$ cat src/dcd_map.svh
/*
 * Constants for the DDR3 command and address decoder: command codes,
 * address bit positions, mode register indices and field reset values.
 * Assumes inclusion by its bare name from the package and the design.
 */
`ifndef DCD_MAP_SVH
`define DCD_MAP_SVH

`define DCD_NUM_BANKS      8
`define DCD_BANK_W         3
`define DCD_ADDR_W         15
`define DCD_COL_W          11
`define DCD_MODE_W         15

// Command codes on {cs_n, ras_n, cas_n, we_n}.
`define DCD_CMD_MRS        4'h0
`define DCD_CMD_REF        4'h1
`define DCD_CMD_PRE        4'h2
`define DCD_CMD_ACT        4'h3
`define DCD_CMD_WR         4'h4
`define DCD_CMD_RD         4'h5
`define DCD_CMD_ZQ         4'h6
`define DCD_CMD_NOP        4'h7

// Address bit positions, and the chip select bit within the command code.
`define DCD_AP_BIT         10
`define DCD_BC_BIT         12
`define DCD_COL_HI_BIT     11
`define DCD_CS_BIT         3

// Mode register indices on the bank address during a mode register set.
`define DCD_MR0            3'h0
`define DCD_MR1            3'h1
`define DCD_MR2            3'h2
`define DCD_MR3            3'h3

// Mode register 1 fields: termination strobe enable and nominal Rtt.
`define DCD_MR1_TDQS_BIT   11
`define DCD_MR1_RTT0_BIT   2
`define DCD_MR1_RTT1_BIT   6
`define DCD_MR1_RTT2_BIT   9
// Mode register 2 field: dynamic write Rtt.
`define DCD_MR2_RTTWR_LO   9
`define DCD_MR2_RTTWR_HI   10

`define DCD_MODE_RST       15'h0000
`define DCD_ROW_RST        15'h0000
`define DCD_COL_RST        11'h000
`define DCD_BANK_RST       3'h0

// Data width and column bits of the two organisations.
`define DCD_ORG_X4         4
`define DCD_ORG_X8         8
`define DCD_COLBITS_X4     11
`define DCD_COLBITS_X8     10

`endif

$ cat src/dcd_pkg.sv
/*
 * Types for the DDR3 command and address decoder.
 * Assumes dcd_map.svh is on the include path.
 */
`include "dcd_map.svh"

package dcd_pkg;

  typedef enum logic [3:0] {
    DCD_ORGX4_T_UNUSED = 4'h0
  } dcd_unused_t;

  typedef enum logic [6:0] {
    DCD_OP_NONE = 7'h01,
    DCD_OP_ACT  = 7'h02,
    DCD_OP_RD   = 7'h04,
    DCD_OP_WR   = 7'h08,
    DCD_OP_PRE  = 7'h10,
    DCD_OP_MRS  = 7'h20,
    DCD_OP_OTH  = 7'h40
  } dcd_op_t;

  typedef logic [`DCD_ADDR_W-1:0] dcd_row_t;
  typedef logic [`DCD_COL_W-1:0]  dcd_col_t;
  typedef logic [`DCD_BANK_W-1:0] dcd_bank_t;

endpackage

$ cat src/dcd_cmd_dec.sv
/*
 * Combinational command decoder: turns the chip select, row strobe,
 * column strobe and write enable inputs into one one-hot operation.
 * Assumes inputs already sampled on the rising clock edge.
 */
`timescale 1ns/100ps

module dcd_cmd_dec
  import dcd_pkg::*;
(
  input  wire logic    cs_n,
  input  wire logic    ras_n,
  input  wire logic    cas_n,
  input  wire logic    we_n,
  output dcd_op_t      op
);

  logic [3:0] code;

  assign code = {cs_n, ras_n, cas_n, we_n};

  always_comb begin
    op = DCD_OP_OTH;
    if (code[`DCD_CS_BIT]) begin
      op = DCD_OP_NONE;
    end else begin
      unique case (code)
        `DCD_CMD_ACT: op = DCD_OP_ACT;
        `DCD_CMD_RD:  op = DCD_OP_RD;
        `DCD_CMD_WR:  op = DCD_OP_WR;
        `DCD_CMD_PRE: op = DCD_OP_PRE;
        `DCD_CMD_MRS: op = DCD_OP_MRS;
        `DCD_CMD_NOP: op = DCD_OP_NONE;
        default:      op = DCD_OP_OTH;
      endcase
    end
  end

endmodule

$ cat src/dcd_top.sv
/*
 * DDR3 command and address decoder as seen behind the device pins.
 * Holds per-bank open rows, the last access, the four mode registers
 * and the termination and mask pin function. Assumes the controller
 * drives all inputs synchronous to clk; reset_n is the device reset.
 */
`timescale 1ns/100ps

// What this block does
// - The bank address picks which of 8 banks a bank command acts on.
// - During a mode register set the bank address picks the register.
// - Read or write with address bit 10 high auto-precharges the bank.
// - Precharge with bit 10 low closes the addressed bank, high all banks.
// - Activate takes a 15-bit row; a column is bits 0-9, plus 11 on x4.
// - During a mode register set the address supplies the op-code.
// - Read or write with address bit 12 low chops the burst to four.
// - Termination high terminates data, strobe, mask and enabled x8 strobes.
// - Termination input is ignored while mode registers 1 and 2 disable it.
// - Reset is asynchronous and active low and holds reset while low.
// - Each activate opens a 1KB page: 2^column bits times width over 8.
// - Chip select high masks commands and is part of the command code.
// - On x8 mode register 1 bit 11 sets the shared pin to mask or strobe.
module dcd_top
  import dcd_pkg::*;
#(
  parameter bit IS_X8 = 1'b1
)
(
  input  wire logic                    clk,
  input  wire logic                    rst,
  input  wire logic                    reset_n,
  input  wire logic                    cs_n,
  input  wire logic                    ras_n,
  input  wire logic                    cas_n,
  input  wire logic                    we_n,
  input  wire logic [`DCD_BANK_W-1:0]  bank_addr,
  input  wire logic [`DCD_ADDR_W-1:0]  addr,
  input  wire logic                    odt,
  output logic [`DCD_NUM_BANKS-1:0]    bank_open_ff,
  output logic [`DCD_NUM_BANKS*`DCD_ADDR_W-1:0] open_rows_ff,
  output logic                         acc_valid_ff,
  output logic                         acc_write_ff,
  output logic [`DCD_BANK_W-1:0]       acc_bank_ff,
  output logic [`DCD_ADDR_W-1:0]       acc_row_ff,
  output logic [`DCD_COL_W-1:0]        acc_col_ff,
  output logic                         acc_auto_pre_ff,
  output logic                         acc_chop_ff,
  output logic                         mrs_valid_ff,
  output logic [`DCD_BANK_W-1:0]       mrs_sel_ff,
  output logic [`DCD_MODE_W-1:0]       mode0_ff,
  output logic [`DCD_MODE_W-1:0]       mode1_ff,
  output logic [`DCD_MODE_W-1:0]       mode2_ff,
  output logic [`DCD_MODE_W-1:0]       mode3_ff,
  output logic                         term_on_ff,
  output logic                         term_strobe_on_ff,
  output logic                         mask_pin_is_tdqs_ff,
  output logic [15:0]                  page_bytes_ff
);

  //////////////////////////////////////////////////////////////////////////

  dcd_op_t                    op;
  logic [`DCD_NUM_BANKS-1:0]  bank_hit;
  dcd_row_t                   row_now;
  dcd_col_t                   col_now;
  logic                       rtt_nom_on;
  logic                       rtt_wr_on;
  logic                       nxt_term_on;
  logic [`DCD_NUM_BANKS-1:0]  nxt_bank_open;

  dcd_cmd_dec u_dec (
    .cs_n  (cs_n),
    .ras_n (ras_n),
    .cas_n (cas_n),
    .we_n  (we_n),
    .op    (op)
  );

  // One-hot bank selection, shared by activate, access and precharge.
  function automatic logic [`DCD_NUM_BANKS-1:0] bank_onehot(
    input logic [`DCD_BANK_W-1:0] ba
  );
    bank_onehot = '0;
    bank_onehot[ba] = 1'b1;
  endfunction

  assign bank_hit = bank_onehot(bank_addr);

  // Column bits: x8 leaves bit 11 out of the column.
  always_comb begin
    col_now = `DCD_COL_RST;
    col_now[9:0] = addr[9:0];
    if (!IS_X8) begin
      col_now[10] = addr[`DCD_COL_HI_BIT];
    end
  end

  // Row held open by the addressed bank, taken by read and write.
  always_comb begin
    row_now = `DCD_ROW_RST;
    for (int b = 0; b < `DCD_NUM_BANKS; b++) begin
      if (bank_hit[b]) begin
        row_now = open_rows_ff[b*`DCD_ADDR_W +: `DCD_ADDR_W];
      end
    end
  end

  // Read and write share every capture path.
  function automatic logic is_access(input dcd_op_t o);
    is_access = (o == DCD_OP_RD) || (o == DCD_OP_WR);
  endfunction

  //////////////////////////////////////////////////////////////////////////
  // Bank state and open rows.

  always_comb begin
    nxt_bank_open = bank_open_ff;
    unique case (op)
      DCD_OP_ACT: nxt_bank_open = bank_open_ff | bank_hit;
      DCD_OP_PRE: begin
        if (addr[`DCD_AP_BIT]) begin
          nxt_bank_open = '0;
        end else begin
          nxt_bank_open = bank_open_ff & ~bank_hit;
        end
      end
      DCD_OP_RD, DCD_OP_WR: begin
        if (addr[`DCD_AP_BIT]) begin
          nxt_bank_open = bank_open_ff & ~bank_hit;
        end
      end
      DCD_OP_NONE, DCD_OP_MRS, DCD_OP_OTH: nxt_bank_open = bank_open_ff;
    endcase
  end

  always_ff @(posedge clk or negedge reset_n) begin
    if (!reset_n) begin
      bank_open_ff <= '0;
    end else if (rst) begin
      bank_open_ff <= '0;
    end else begin
      bank_open_ff <= nxt_bank_open;
    end
  end

  genvar gi;
  generate
    for (gi = 0; gi < `DCD_NUM_BANKS; gi++) begin : g_row
      always_ff @(posedge clk or negedge reset_n) begin
        if (!reset_n) begin
          open_rows_ff[gi*`DCD_ADDR_W +: `DCD_ADDR_W] <= `DCD_ROW_RST;
        end else if (rst) begin
          open_rows_ff[gi*`DCD_ADDR_W +: `DCD_ADDR_W] <= `DCD_ROW_RST;
        end else if (op == DCD_OP_ACT && bank_hit[gi]) begin
          open_rows_ff[gi*`DCD_ADDR_W +: `DCD_ADDR_W] <= addr;
        end
      end
    end
  endgenerate

  //////////////////////////////////////////////////////////////////////////
  // Access capture for read and write.

  always_ff @(posedge clk or negedge reset_n) begin
    if (!reset_n) begin
      acc_valid_ff    <= 1'b0;
      acc_write_ff    <= 1'b0;
      acc_bank_ff     <= `DCD_BANK_RST;
      acc_row_ff      <= `DCD_ROW_RST;
      acc_col_ff      <= `DCD_COL_RST;
      acc_auto_pre_ff <= 1'b0;
      acc_chop_ff     <= 1'b0;
    end else if (rst) begin
      acc_valid_ff    <= 1'b0;
      acc_write_ff    <= 1'b0;
      acc_bank_ff     <= `DCD_BANK_RST;
      acc_row_ff      <= `DCD_ROW_RST;
      acc_col_ff      <= `DCD_COL_RST;
      acc_auto_pre_ff <= 1'b0;
      acc_chop_ff     <= 1'b0;
    end else begin
      acc_valid_ff <= is_access(op);
      if (is_access(op)) begin
        acc_write_ff    <= (op == DCD_OP_WR);
        acc_bank_ff     <= bank_addr;
        acc_row_ff      <= row_now;
        acc_col_ff      <= col_now;
        acc_auto_pre_ff <= addr[`DCD_AP_BIT];
        acc_chop_ff     <= ~addr[`DCD_BC_BIT];
      end
    end
  end

  //////////////////////////////////////////////////////////////////////////
  // Mode registers.

  always_ff @(posedge clk or negedge reset_n) begin
    if (!reset_n) begin
      mrs_valid_ff <= 1'b0;
      mrs_sel_ff   <= `DCD_BANK_RST;
      mode0_ff     <= `DCD_MODE_RST;
      mode1_ff     <= `DCD_MODE_RST;
      mode2_ff     <= `DCD_MODE_RST;
      mode3_ff     <= `DCD_MODE_RST;
    end else if (rst) begin
      mrs_valid_ff <= 1'b0;
      mrs_sel_ff   <= `DCD_BANK_RST;
      mode0_ff     <= `DCD_MODE_RST;
      mode1_ff     <= `DCD_MODE_RST;
      mode2_ff     <= `DCD_MODE_RST;
      mode3_ff     <= `DCD_MODE_RST;
    end else begin
      mrs_valid_ff <= (op == DCD_OP_MRS);
      if (op == DCD_OP_MRS) begin
        mrs_sel_ff <= bank_addr;
        if (bank_addr == `DCD_MR0) begin
          mode0_ff <= addr;
        end
        if (bank_addr == `DCD_MR1) begin
          mode1_ff <= addr;
        end
        if (bank_addr == `DCD_MR2) begin
          mode2_ff <= addr;
        end
        if (bank_addr == `DCD_MR3) begin
          mode3_ff <= addr;
        end
      end
    end
  end

  //////////////////////////////////////////////////////////////////////////
  // Termination and shared mask pin function.

  assign rtt_nom_on = mode1_ff[`DCD_MR1_RTT0_BIT]
                    | mode1_ff[`DCD_MR1_RTT1_BIT]
                    | mode1_ff[`DCD_MR1_RTT2_BIT];
  assign rtt_wr_on  = mode2_ff[`DCD_MR2_RTTWR_LO]
                    | mode2_ff[`DCD_MR2_RTTWR_HI];
  assign nxt_term_on = odt & (rtt_nom_on | rtt_wr_on);

  always_ff @(posedge clk or negedge reset_n) begin
    if (!reset_n) begin
      term_on_ff          <= 1'b0;
      term_strobe_on_ff   <= 1'b0;
      mask_pin_is_tdqs_ff <= 1'b0;
    end else if (rst) begin
      term_on_ff          <= 1'b0;
      term_strobe_on_ff   <= 1'b0;
      mask_pin_is_tdqs_ff <= 1'b0;
    end else begin
      term_on_ff          <= nxt_term_on;
      term_strobe_on_ff   <= nxt_term_on & IS_X8
                           & mode1_ff[`DCD_MR1_TDQS_BIT];
      mask_pin_is_tdqs_ff <= IS_X8 & mode1_ff[`DCD_MR1_TDQS_BIT];
    end
  end

  //////////////////////////////////////////////////////////////////////////
  // Page size in bytes, fixed by organisation.

  always_ff @(posedge clk or negedge reset_n) begin
    if (!reset_n) begin
      page_bytes_ff <= 16'h0000;
    end else if (rst) begin
      page_bytes_ff <= 16'h0000;
    end else if (IS_X8) begin
      page_bytes_ff <= 16'((32'h0000_0001 << `DCD_COLBITS_X8)
                           * `DCD_ORG_X8 / 8);
    end else begin
      page_bytes_ff <= 16'((32'h0000_0001 << `DCD_COLBITS_X4)
                           * `DCD_ORG_X4 / 8);
    end
  end

endmodule

$ cat config.mk
export PLATFORM = sky130hd
export DESIGN_NAME = dcd_top
export DESIGN_NICKNAME = d
export VERILOG_FILES = /design/src/dcd_pkg.sv /design/src/dcd_cmd_dec.sv /design/src/dcd_top.sv
export VERILOG_INCLUDE_DIRS = /design/src /design/src/src
export SDC_FILE = /design/constraint.sdc
export NUM_CORES = 1
export LEC_CHECK = 0
export BUFFER_PORTS_ARGS = -buffer_cell sky130_fd_sc_hd__buf_4
export CORE_ASPECT_RATIO = 0.5
export CORE_MARGIN = 5
export CORE_UTILIZATION = 40
export DETAILED_ROUTE_END_ITERATION = 8
export PLACE_DENSITY = 0.6
export SYNTH_ARGS = -nofsm -noshare
export SYNTH_HDL_FRONTEND = slang
export SYNTH_SLANG_ARGS = --single-unit
$ cat constraint.sdc
create_clock -name clk -period 4.1 [get_ports clk]
set_clock_uncertainty 0.15 [all_clocks]
set_input_delay 0.41 -clock clk [delete_from_list [all_inputs] [get_ports clk]]
set_output_delay 0.41 -clock clk [all_outputs]
set_load 0.01 [all_outputs]
# Word level (Yosys, flattened, before mapping)
# Index checks and enable logic that the tools add are counted.
# Widths: inputs -> output; s select.
[totals] output_inout_bits=244 ramBits=0 elab_cells=152 in_bits=26 n_memories=0 mem_bits_ro=0 reg_bits=239 latch_bits=0
[classes] n_reduce_logical=33 n_bitwise=10 n_mul=0 shifts=0 n_div=0 eq_ne=17 magnitude_cmp=2 addsub=0 n_mux=64
[op_table] op="$mux 15" n=38
[op_table] op="$pmux 7 s6" n=1
[op_table] op="$mux 11" n=3
[op_table] op="$reduce_bool 2->1" n=14
[op_table] op="$mux 8" n=3
[op_table] op="$pmux 8 s3" n=1
[op_table] op="$eq 4x3->1 const B" n=3
[op_table] op="$mux 1" n=12
[op_table] op="$mux 3" n=4
[op_table] op="$reduce_and 2->1" n=5
[op_table] op="$logic_and 1x1->1" n=9
[op_table] op="$and 8x8->8" n=1
[op_table] op="$eq 4x2->1 const B" n=2
[op_table] op="$not 8->8" n=1
[op_table] op="$or 8x8->8" n=1
[op_table] op="$eq 7x1->1 const B" n=1
[op_table] op="$eq 7x2->1 const B" n=1
[op_table] op="$eq 7x3->1 const B" n=1
[op_table] op="$eq 7x4->1 const B" n=1
[op_table] op="$eq 7x5->1 const B" n=1
[op_table] op="$eq 7x6->1 const B" n=1
[op_table] op="$eq 7x7->1 const B" n=1
[op_table] op="$mux 7" n=1
[op_table] op="$eq 3x2->1 const B" n=2
[op_table] op="other kinds (14)" n=18

# Longest topological paths before layout
# Gate-level depths: netlist (run 1).
[depth] word_depth=14 mapped_depth=8

# Hierarchy
# From an unflattened synthesis (run 1), not the netlist that was laid out.
[unflattened] hier_cells=1019 hier_area_um2=11049.3
[by_module_without_submodules] mod="dcd_top" area_per_inst_um2=10976.8 cells_each=1007 seq_area_each_um2=5705.5 n_inst=1
[by_module_without_submodules] mod="dcd_cmd_dec" area_per_inst_um2=72.6 cells_each=12 seq_area_each_um2=0.0 n_inst=1

# Worst setup path before layout (run 1)
# OpenSTA, ideal clock, no wires.
[synth_timing] path_kind="input to register" start="in bank_addr[1]" end="reg acc_row_ff[7]" path_buffers=3 slack_ps=2199 t_arrival_ps=1630 cell_stages=6 path_cell_list="buf_2 -> buf_2 -> buf_1 -> mux4_2 -> o22ai_1 -> nor2_1"
[synth_between] elab_chain_cells=14
[synth_lines] element="start, declared" line_no="dcd_top.sv:36" text="input wire logic [`DCD_BANK_W-1:0] bank_addr,"
[synth_lines] element="$lt 3x4->1 (not written as such) or $ge 3x1->1 (tied branches)" line_no="dcd_top.sv:84" text="bank_onehot[ba] = 1'b1;"
[synth_lines] element="$logic_and 1x1->1 (not written as such)" line_no="dcd_top.sv:84"
[synth_lines] element="$mux 1 (not written as such)" line_no="dcd_top.sv:84"
[synth_lines] element="$demux 1 s3 *" line_no="dcd_top.sv:84"
[synth_lines] element="$mux 15 (7 in series)" line_no="dcd_top.sv:102" text="if (bank_hit[b]) begin"
[synth_lines] element="$mux 15 *" line_no="dcd_top.sv:102"
[synth_lines] element="$mux 15 *" line_no="dcd_top.sv:183" text="if (is_access(op)) begin"
[synth_lines] element="$mux 15 *" line_no="dcd_top.sv:173" text="end else if (rst) begin"
[synth_lines] element="end signal, assigned" line_no="dcd_top.sv:169" text="acc_row_ff <= `DCD_ROW_RST;"
[synth_lines] element="end signal, assigned" line_no="dcd_top.sv:177" text="acc_row_ff <= `DCD_ROW_RST;"
[synth_lines] element="end signal, assigned" line_no="dcd_top.sv:186" text="acc_row_ff <= row_now;"
[synth_lines] element="end, declared" line_no="dcd_top.sv:44" text="output logic [`DCD_ADDR_W-1:0] acc_row_ff,"
# Every way passes the cells marked *; elsewhere a longest branch is shown, timed or not. The select of a mux whose other input is x is not followed.
# A chain may end at the register's enable or synchronous reset.

# Final worst setup path (run 1)
[layout_timing] start="in bank_addr[0]" end="reg open_rows_ff[114]"
[layout_between] elab_chain_cells=6
[layout_lines] element="$lt 3x4->1 (not written as such) or $ge 3x1->1 (tied branches)" line_no="dcd_top.sv:84"
[layout_lines] element="$logic_and 1x1->1 (not written as such)" line_no="dcd_top.sv:84"
[layout_lines] element="$mux 1 (not written as such)" line_no="dcd_top.sv:84"
[layout_lines] element="$demux 1 s3 *" line_no="dcd_top.sv:84"
[layout_lines] element="$logic_and 1x1->1 *" line_no="dcd_top.sv:154" text="end else if (op == DCD_OP_ACT && bank_hit[gi]) begin"
[layout_lines] element="$reduce_bool 2->1 (no source line) *"
[layout_lines] element="end signal, assigned by index" line_no="dcd_top.sv:151" text="open_rows_ff[gi*`DCD_ADDR_W +: `DCD_ADDR_W] <= `DCD_ROW_RST;"
[layout_lines] element="end signal, assigned by index" line_no="dcd_top.sv:153" text="open_rows_ff[gi*`DCD_ADDR_W +: `DCD_ADDR_W] <= `DCD_ROW_RST;"
[layout_lines] element="end signal, assigned by index" line_no="dcd_top.sv:155" text="open_rows_ff[gi*`DCD_ADDR_W +: `DCD_ADDR_W] <= addr;"
[layout_lines] element="end, declared" line_no="dcd_top.sv:40" text="output logic [`DCD_NUM_BANKS*`DCD_ADDR_W-1:0] open_rows_ff,"
# Every way passes the cells marked *; elsewhere a longest branch is shown, timed or not.

==> impl_metrics.py, run 1 <==
metrics = {
    "run_status": {
        "status": "finished, final reports clean",
    },
    "synthesis": {
        "synthesis.area_mm2": 0.0104,
        "synth_seq_area_share_pct": 54.6,
        "async_flop_share_pct": 100,
        "synth_cell_types": 47,
        "syn_area_per_cell_um2": 9.32,
        "synth_area_leaders": "dfrtp_1, nand2_1, a21oi_1",
        "yosys.area.top_type_share_pct": 54.6,
        "synth_edf_count": 0,
        "ys_warn_count": 0,
        "synthCells": 1120,
        "ys_seq_elements": 228,
        "yosysTopAreaCell": "dfrtp_1",
        "synth-main-ff-cell": "dfrtp_1",
    },
    "cts": {
        "cts_setup_buffers": 0,
        "h-tree-depth": 1,
        "cts_buffer_depth": 3,
        "cts_tree": "built",
        "cts_made_buffers": 22,
        "clock_latency_ns": 0.53,
        "cts_hold_buf": 2,
        "cts_resized": 0,
        "cts.clk_slew.worst_paths_ns": 0.07,
        "clock-sinks": 228,
        "clock-root-buffer": "clkbuf_16",
    },
    "routing": {
        "drc": 0,
        "num_vias": 9131,
        "postRouteAntennaNets": 0,
        "initialDrtViolationCount": 926,
        "wl_per_cell_um": 23.6,
        "totalWireLength_um": 39600,
        "firstDrtPassIters": 5,
        "via_per_inst": 5.45,
    },
    "place": {
        "port_buffers": 253,
        "dp_hpwl_um": 26700,
        "dp_slack_ns": 1.26,
        "globalplace.congestion": 0.903,
    },
    "sta": {
        "fin_setup_tns_ns": 0,
        "fin_crit_sh_pct": 57.4,
        "hold_viol": 0,
        "tightest_slew_ns": 1.16,
        "fin_crit_ns": 2.35,
        "worst_slack_ns": 1.75,
        "relSlewSlack_pct": 22.6,
        "setup_violations": 0,
        "rsz0062_at_grt": "no",
        "fmax_mhz": 425,
        "slew_violations": 0,
    },
    "cells_and_area": {
        "diodes": 0,
        "nets": 1341,
        "fin_util_pct": 51.6,
        "fillers": 2412,
        "layout_commonest_cell": "nand2_1",
        "area_growth_pct": 25.7,
        "drive_gt1_share_pct": 25.6,
        "final_cell_mix": "nand2_1, buf_4, dfrtp_1",
    },
    "critical_path": {
        "cp_data_required_time_ns": 4.40,
        "critical_path_class": "in -> reg",
        "worstPathArrival_ns": 2.65,
        "cp-end-kind": "flop",
        "critPathLaunchType": "input port",
        "cp_max_fo": 52,
        "cp-startpoint": "bank_addr[0]",
        "worstReg2RegStart": "mode1_ff[6]",
    },
    "floorplan": {
        "die_h_um": 124,
        "dieArea_mm2": 0.0296,
        "fp-row-count": 41,
        "coreArea_mm2": 0.0254,
        "ios": 270,
        "initial_core_util_pct": 41.0,
        "die_w_um": 239,
    },
    "run": {
        "cap_violations": 0,
    },
    "global_route": {
        "first_global_vias": 8910,
        "grt_antenna_before_repair": 0,
        "grt_use_total_pct": 25.8,
        "grt_first_pass_wirelength_um": 59100,
        "grt_max_degree": 103,
        "grt.overflow.total": 0,
    },
    "hold_path": {
        "hold_path.startpoint": "addr[11]",
        "hold_class": "in -> reg",
    },
    "pwr": {
        "power.density_mw_per_mm2": 363,
        "p_leak_nw": 6.23,
        "ir_drop_v": 0.000267,
    },
}
[flip-flops by register name, summed over array words and instances (netlist names), 3 cells and up]
name          cells
mode3_ff         15
mode2_ff         15
mode1_ff         15
mrs_sel_ff        3
acc_col_ff       10
mode0_ff         15
acc_row_ff       15
acc_bank_ff       3
open_rows_ff    120
bank_open_ff      8
[metrics by stage]
| stage | cell area, µm² | hold slack (ns) | total power [mW] | std cells |
|---|---|---|---|---|
| after floorplan | 10500 | -0.0356 | 2.50 | 1135 |
| after global placement | 12400 | 0.334 | 2.67 | 1633 |
| after detailed placement | 12400 | 0.334 | 2.67 | 1633 |
| after CTS | 13100 | 0.0789 | 4.80 | 1675 |
| after global routing | 13100 | 0.0895 | 4.93 | 1675 |
| final | 13100 | 0.0930 | 4.77 | 1675 |
[cells by family after synthesis]
group / synth area share, %
DFF: 54.6
other: 0.0359
muxes: 7.48
buffers and inverters: 5.44
AOI/OAI and AO/OA: 14.4
and+or+nand+nor: 18.0
[synthesized netlist by cell type, types with 4 or more instances]
library cell / count
a211oi_1: 5
nand3_1: 4
mux4_2: 6
a32o_1: 7
a21oi_1: 179
buf_4: 27
mux2i_1: 60
buf_2: 25
o21ai_0: 28
nand2_1: 350
buf_1: 5
dfrtp_1: 228
nor2_1: 43
nor3_2: 4
a21oi_2: 20
clkbuf_1: 48
nand2b_1: 7
nor2b_1: 8
o22ai_1: 14
mux2_2: 4
nand3b_1: 4
[final timing paths]
path                       depth (start not counted)  slack (ns)                 to
setup / recovery                                   5        1.75  open_rows_ff[114]
hold / removal                                     3        0.09   open_rows_ff[71]
setup reg to reg                                   3        2.46  term_strobe_on_ff
hold reg to reg                                    2        0.35      acc_row_ff[2]
max in group asynchronous                          3        2.32  open_rows_ff[103]
min in group asynchronous                          2        0.39       mode2_ff[12]
[where the power goes]
part | total (mW) | leakage, nW | switching (mW) | internal, mW
Sequential | 2.28 | 3.18 | 0.0132 | 2.27
Combinational | 0.355 | 2.69 | 0.266 | 0.0886
Clock | 2.13 | 0.367 | 0.911 | 1.22
[final cells by class]
cell class	instances	area, µm²	area share, %
clock buffers	36	694	5.29
clock inverters	4	48.8	0.372
multi-input cells	797	4230	32.2
flip-flops and latches	228	5710	43.5
repair buffers	264	2010	15.3
well taps	344	430	3.28
inverters	2	7.51	0.0572
[critical path: stages]
cell and delay (ns):
buf_4 0.61, nand3_1 0.44, nor2_1 0.89, nand2_1 0.12, a21oi_1 0.16
[per-layer routing]
| layer | vias up | GRT usage (%) | part of all wire, % |
|---|---|---|---|
| met5 | - | 0 | 0 |
| met4 | 0 | 6.74 | 3.0 |
| met3 | 65 | 7.10 | 8.5 |
| met2 | 355 | 40.1 | 46 |
| met1 | 4601 | 36.0 | 42 |
| li1 | 4110 | - | - |
No activity file was read; power rests on OpenSTA's default activity.
==> inputs of run 2 (changes only) <==
--- a/config.mk
+++ b/config.mk
@@ -6,12 +6,13 @@
 export SDC_FILE = /design/constraint.sdc
 export NUM_CORES = 1
 export LEC_CHECK = 0
+export ABC_AREA = 1
 export BUFFER_PORTS_ARGS = -buffer_cell sky130_fd_sc_hd__buf_4
 export CORE_ASPECT_RATIO = 0.5
 export CORE_MARGIN = 5
 export CORE_UTILIZATION = 40
 export DETAILED_ROUTE_END_ITERATION = 8
-export PLACE_DENSITY = 0.6
+export PLACE_DENSITY = 0.63
 export SYNTH_ARGS = -nofsm -noshare
 export SYNTH_HDL_FRONTEND = slang
 export SYNTH_SLANG_ARGS = --single-unit
==> constraint.sdc (replaced) <==
create_clock -name clk -period 1.96 [get_ports clk]
set_clock_uncertainty 0.15 [all_clocks]
set_input_delay 0.196 -clock clk [delete_from_list [all_inputs] [get_ports clk]]
set_output_delay 0.196 -clock clk [all_outputs]
set_load 0.01 [all_outputs]
==> impl_metrics.py, run 2 <==
metrics = {
    "place": {
        "globalplace.congestion": 0.890,
        "dp_hpwl_um": 26900,
        "dp_slack_ns": -0.144,
        "port_buffers": 253,
    },
    "sta": {
        "worst_slack_ns": 0.0901,
        "hold-worst-slack_ns": 0.0487,
        "setup_violations": 0,
        "fin_setup_tns_ns": 0,
        "fmax_mhz": 535,
        "hold_viol": 0,
        "rsz0062_at_grt": "yes",
        "fin_crit_ns": 1.87,
        "slew_violations": 0,
        "tightest_slew_ns": 1.12,
        "fin_crit_sh_pct": 95.4,
        "relSlewSlack_pct": 25.6,
    },
    "routing": {
        "firstDrtPassIters": 5,
        "totalWireLength_um": 37600,
        "via_per_inst": 5.04,
        "initialDrtViolationCount": 875,
        "wl_per_cell_um": 21.1,
        "drc": 0,
        "num_vias": 8972,
        "postRouteAntennaNets": 0,
    },
    "synthesis": {
        "synth_edf_count": 0,
        "synthesis.area_mm2": 0.00983,
        "ys_warn_count": 0,
        "synth_area_leaders": "dfrtp_1, nand2_1, o21ai_0",
        "yosys.area.top_type_share_pct": 58.1,
        "synthCells": 1146,
        "ys_seq_elements": 228,
        "syn_area_per_cell_um2": 8.58,
        "synth-main-ff-cell": "dfrtp_1",
        "yosysTopAreaCell": "dfrtp_1",
        "yosysMostFrequentCell": "nand2_1",
        "async_flop_share_pct": 100,
        "ys_top_cells_by_count": "nand2_1, dfrtp_1, o21ai_0",
        "synth_cell_types": 29,
        "synth_seq_area_share_pct": 58.1,
    },
    "critical_path": {
        "critical_path_buf_inv_count": 2,
        "r2r_slack_ns": 0.36,
        "critical_path.max_stage_delay_ns": 0.84,
        "r2r_cells": 6,
        "worst_path_max_delay_cell": "a21oi_2",
        "worstPathArrival_ns": 2.06,
        "cp-startpoint": "rst",
        "cp_max_fo": 30,
        "cp_data_required_time_ns": 2.15,
        "cp-end-kind": "flop",
        "crit_family": "compound AO/OA/AOI/OAI gates",
        "critPathLaunchType": "input port",
        "worstReg2RegStart": "open_rows_ff[9]",
        "critical_path_class": "in -> reg",
        "r2r-end": "acc_row_ff[9]",
        "cp_cell_sequence": "dlygate4sd3_1 -> buf_4 -> a21oi_2 -> o21ai_0",
    },
    "pwr": {
        "ir_drop_v": 0.000489,
        "power.density_mw_per_mm2": 919,
        "p_leak_nw": 6.88,
        "power.total_mw": 12.3,
    },
    "cts": {
        "clock-root-buffer": "clkbuf_16",
        "cts_buffer_depth": 3,
        "cts.clk_slew.worst_paths_ns": 0.06,
        "cts_tree": "built",
        "clock-sinks": 228,
        "clock_latency_ns": 0.52,
        "h-tree-depth": 1,
        "cts_made_buffers": 22,
    },
    "cells_and_area": {
        "nets": 1454,
        "diodes": 0,
        "area_growth_pct": 36.0,
        "final_cell_mix": "nand2_1, buf_4, dfrtp_1",
        "drive_gt1_share_pct": 26.5,
        "layout_commonest_cell": "nand2_1",
        "seqCellArea_mm2": 0.00571,
        "fillers": 2233,
        "largest_register_ffs": 120,
        "largest-register": "open_rows_ff",
        "multi_input_area_mm2": 0.00338,
    },
    "global_route": {
        "grt_use_total_pct": 26.4,
        "grt.overflow.total": 0,
        "grtUsageMet2_pct": 41.8,
        "grtUsageMet1_pct": 35.8,
        "grt_use_met3_pct": 7.81,
        "grt_first_pass_wirelength_um": 56200,
        "grt_max_degree": 65,
        "top_usage_layer": "met2",
        "first_global_vias": 8880,
        "grt_antenna_before_repair": 1,
    },
    "hold_path": {
        "hold_path.startpoint": "addr[14]",
        "hold_class": "in -> reg",
        "min_path_cells": 4,
        "min_to": "open_rows_ff[89]",
    },
    "floorplan": {
        "die_w_um": 232,
        "fp-row-count": 40,
        "ios": 270,
        "initial_core_util_pct": 40.8,
        "coreArea_mm2": 0.0241,
        "die_h_um": 121,
        "dieArea_mm2": 0.0280,
    },
    "run": {
        "cap_violations": 0,
    },
    "run_status": {
        "status": "finished, final reports clean",
    },
}
## run 2: cell types whose count changed in the layout (fill, tap and decap cells not counted), sizes merged, moves of 7 or more
cell         change
nand2b           -7
o22ai           -13
nor2b            -8
a32o             -7
inv             +80
nand3           +20
nor2            +55
mux2i           -60
nand2           -18
dlygate4sd3     +21
buf             +48
o21ai          +219
a21oi          -182
## run 2: how the worst max path moves through the flow
| stage | endpoint | depth (start not counted) | slack, ns |
|---|---|---|---|
| floorplan | open_rows_ff[118] | 7 | 0.48 |
| global placement | acc_row_ff[3] | 9 | -0.11 |
| detailed placement | open_rows_ff[34] | 6 | -0.14 |
| CTS | mrs_sel_ff[1] | 9 | 0.04 |
| global route | open_rows_ff[85] | 4 | -0.009 |
| finish | open_rows_ff[118] | 4 | 0.09 |
## run 2: stage by stage
| stage | area (µm²) | instances | util (%) |
|---|---|---|---|
| after CTS | 13400 | 1781 | 55.5 |
| final | 13400 | 1780 | 55.5 |
| after floorplan | 9880 | 1161 | - |
| after global placement | 12300 | 1717 | 51.2 |
| after global routing | 13400 | 1780 | 55.5 |
| after detailed placement | 12300 | 1717 | 51.2 |
## run 2: area by class of cell
class	instances	area share, %
clock buffers	30	4.88
repair buffers	333	20.5
well taps	336	3.14
inverters	83	2.35
clock inverters	10	1.14
flip-flops and latches	228	42.7
multi-input cells	760	25.3
## run 2: repair_timing
item                                    in CTS  in global routing
setup buffers                                0                  0
resized for setup                            0                  3
endpoints found under the setup margin       0                 19
hold endpoints to repair                   256                  0
hold buffers                                24                  0
## run 2: worst reg2reg max path, stage by stage (launching register included)
cell and delay [ns]:
dfrtp_1 0.41, o21ai_0 0.27, a21oi_1 0.09, o21ai_0 0.27, nand2_1 0.09, nand2_1 0.14, nand2_1 0.06
## run 2: metal layers
metal	up-vias	wire length, µm
li1	4187	-
met1	4346	15700
met2	367	17300
met3	72	3460
met4	0	1130
met5	-	0
## run 2: cell families (layout without fill, tap and decap cells)
group / count (synthesis) / in the layout / share of synthesized area, %
AOI/OAI and AO/OA: 271 / 271 / 14.1
buffers and inverters: 173 / 456 / 8.36
DFF: 228 / 228 / 58.1
other: 1 / 16 / 0.0382
and+or+nand+nor: 473 / 473 / 19.5
## run 2: where the power goes
group | switching [mW] | internal (mW)
sequential | 0.343 | 5.10
combinational | 1.22 | 0.882
clock | 1.89 | 2.86
total | 3.46 | 8.84
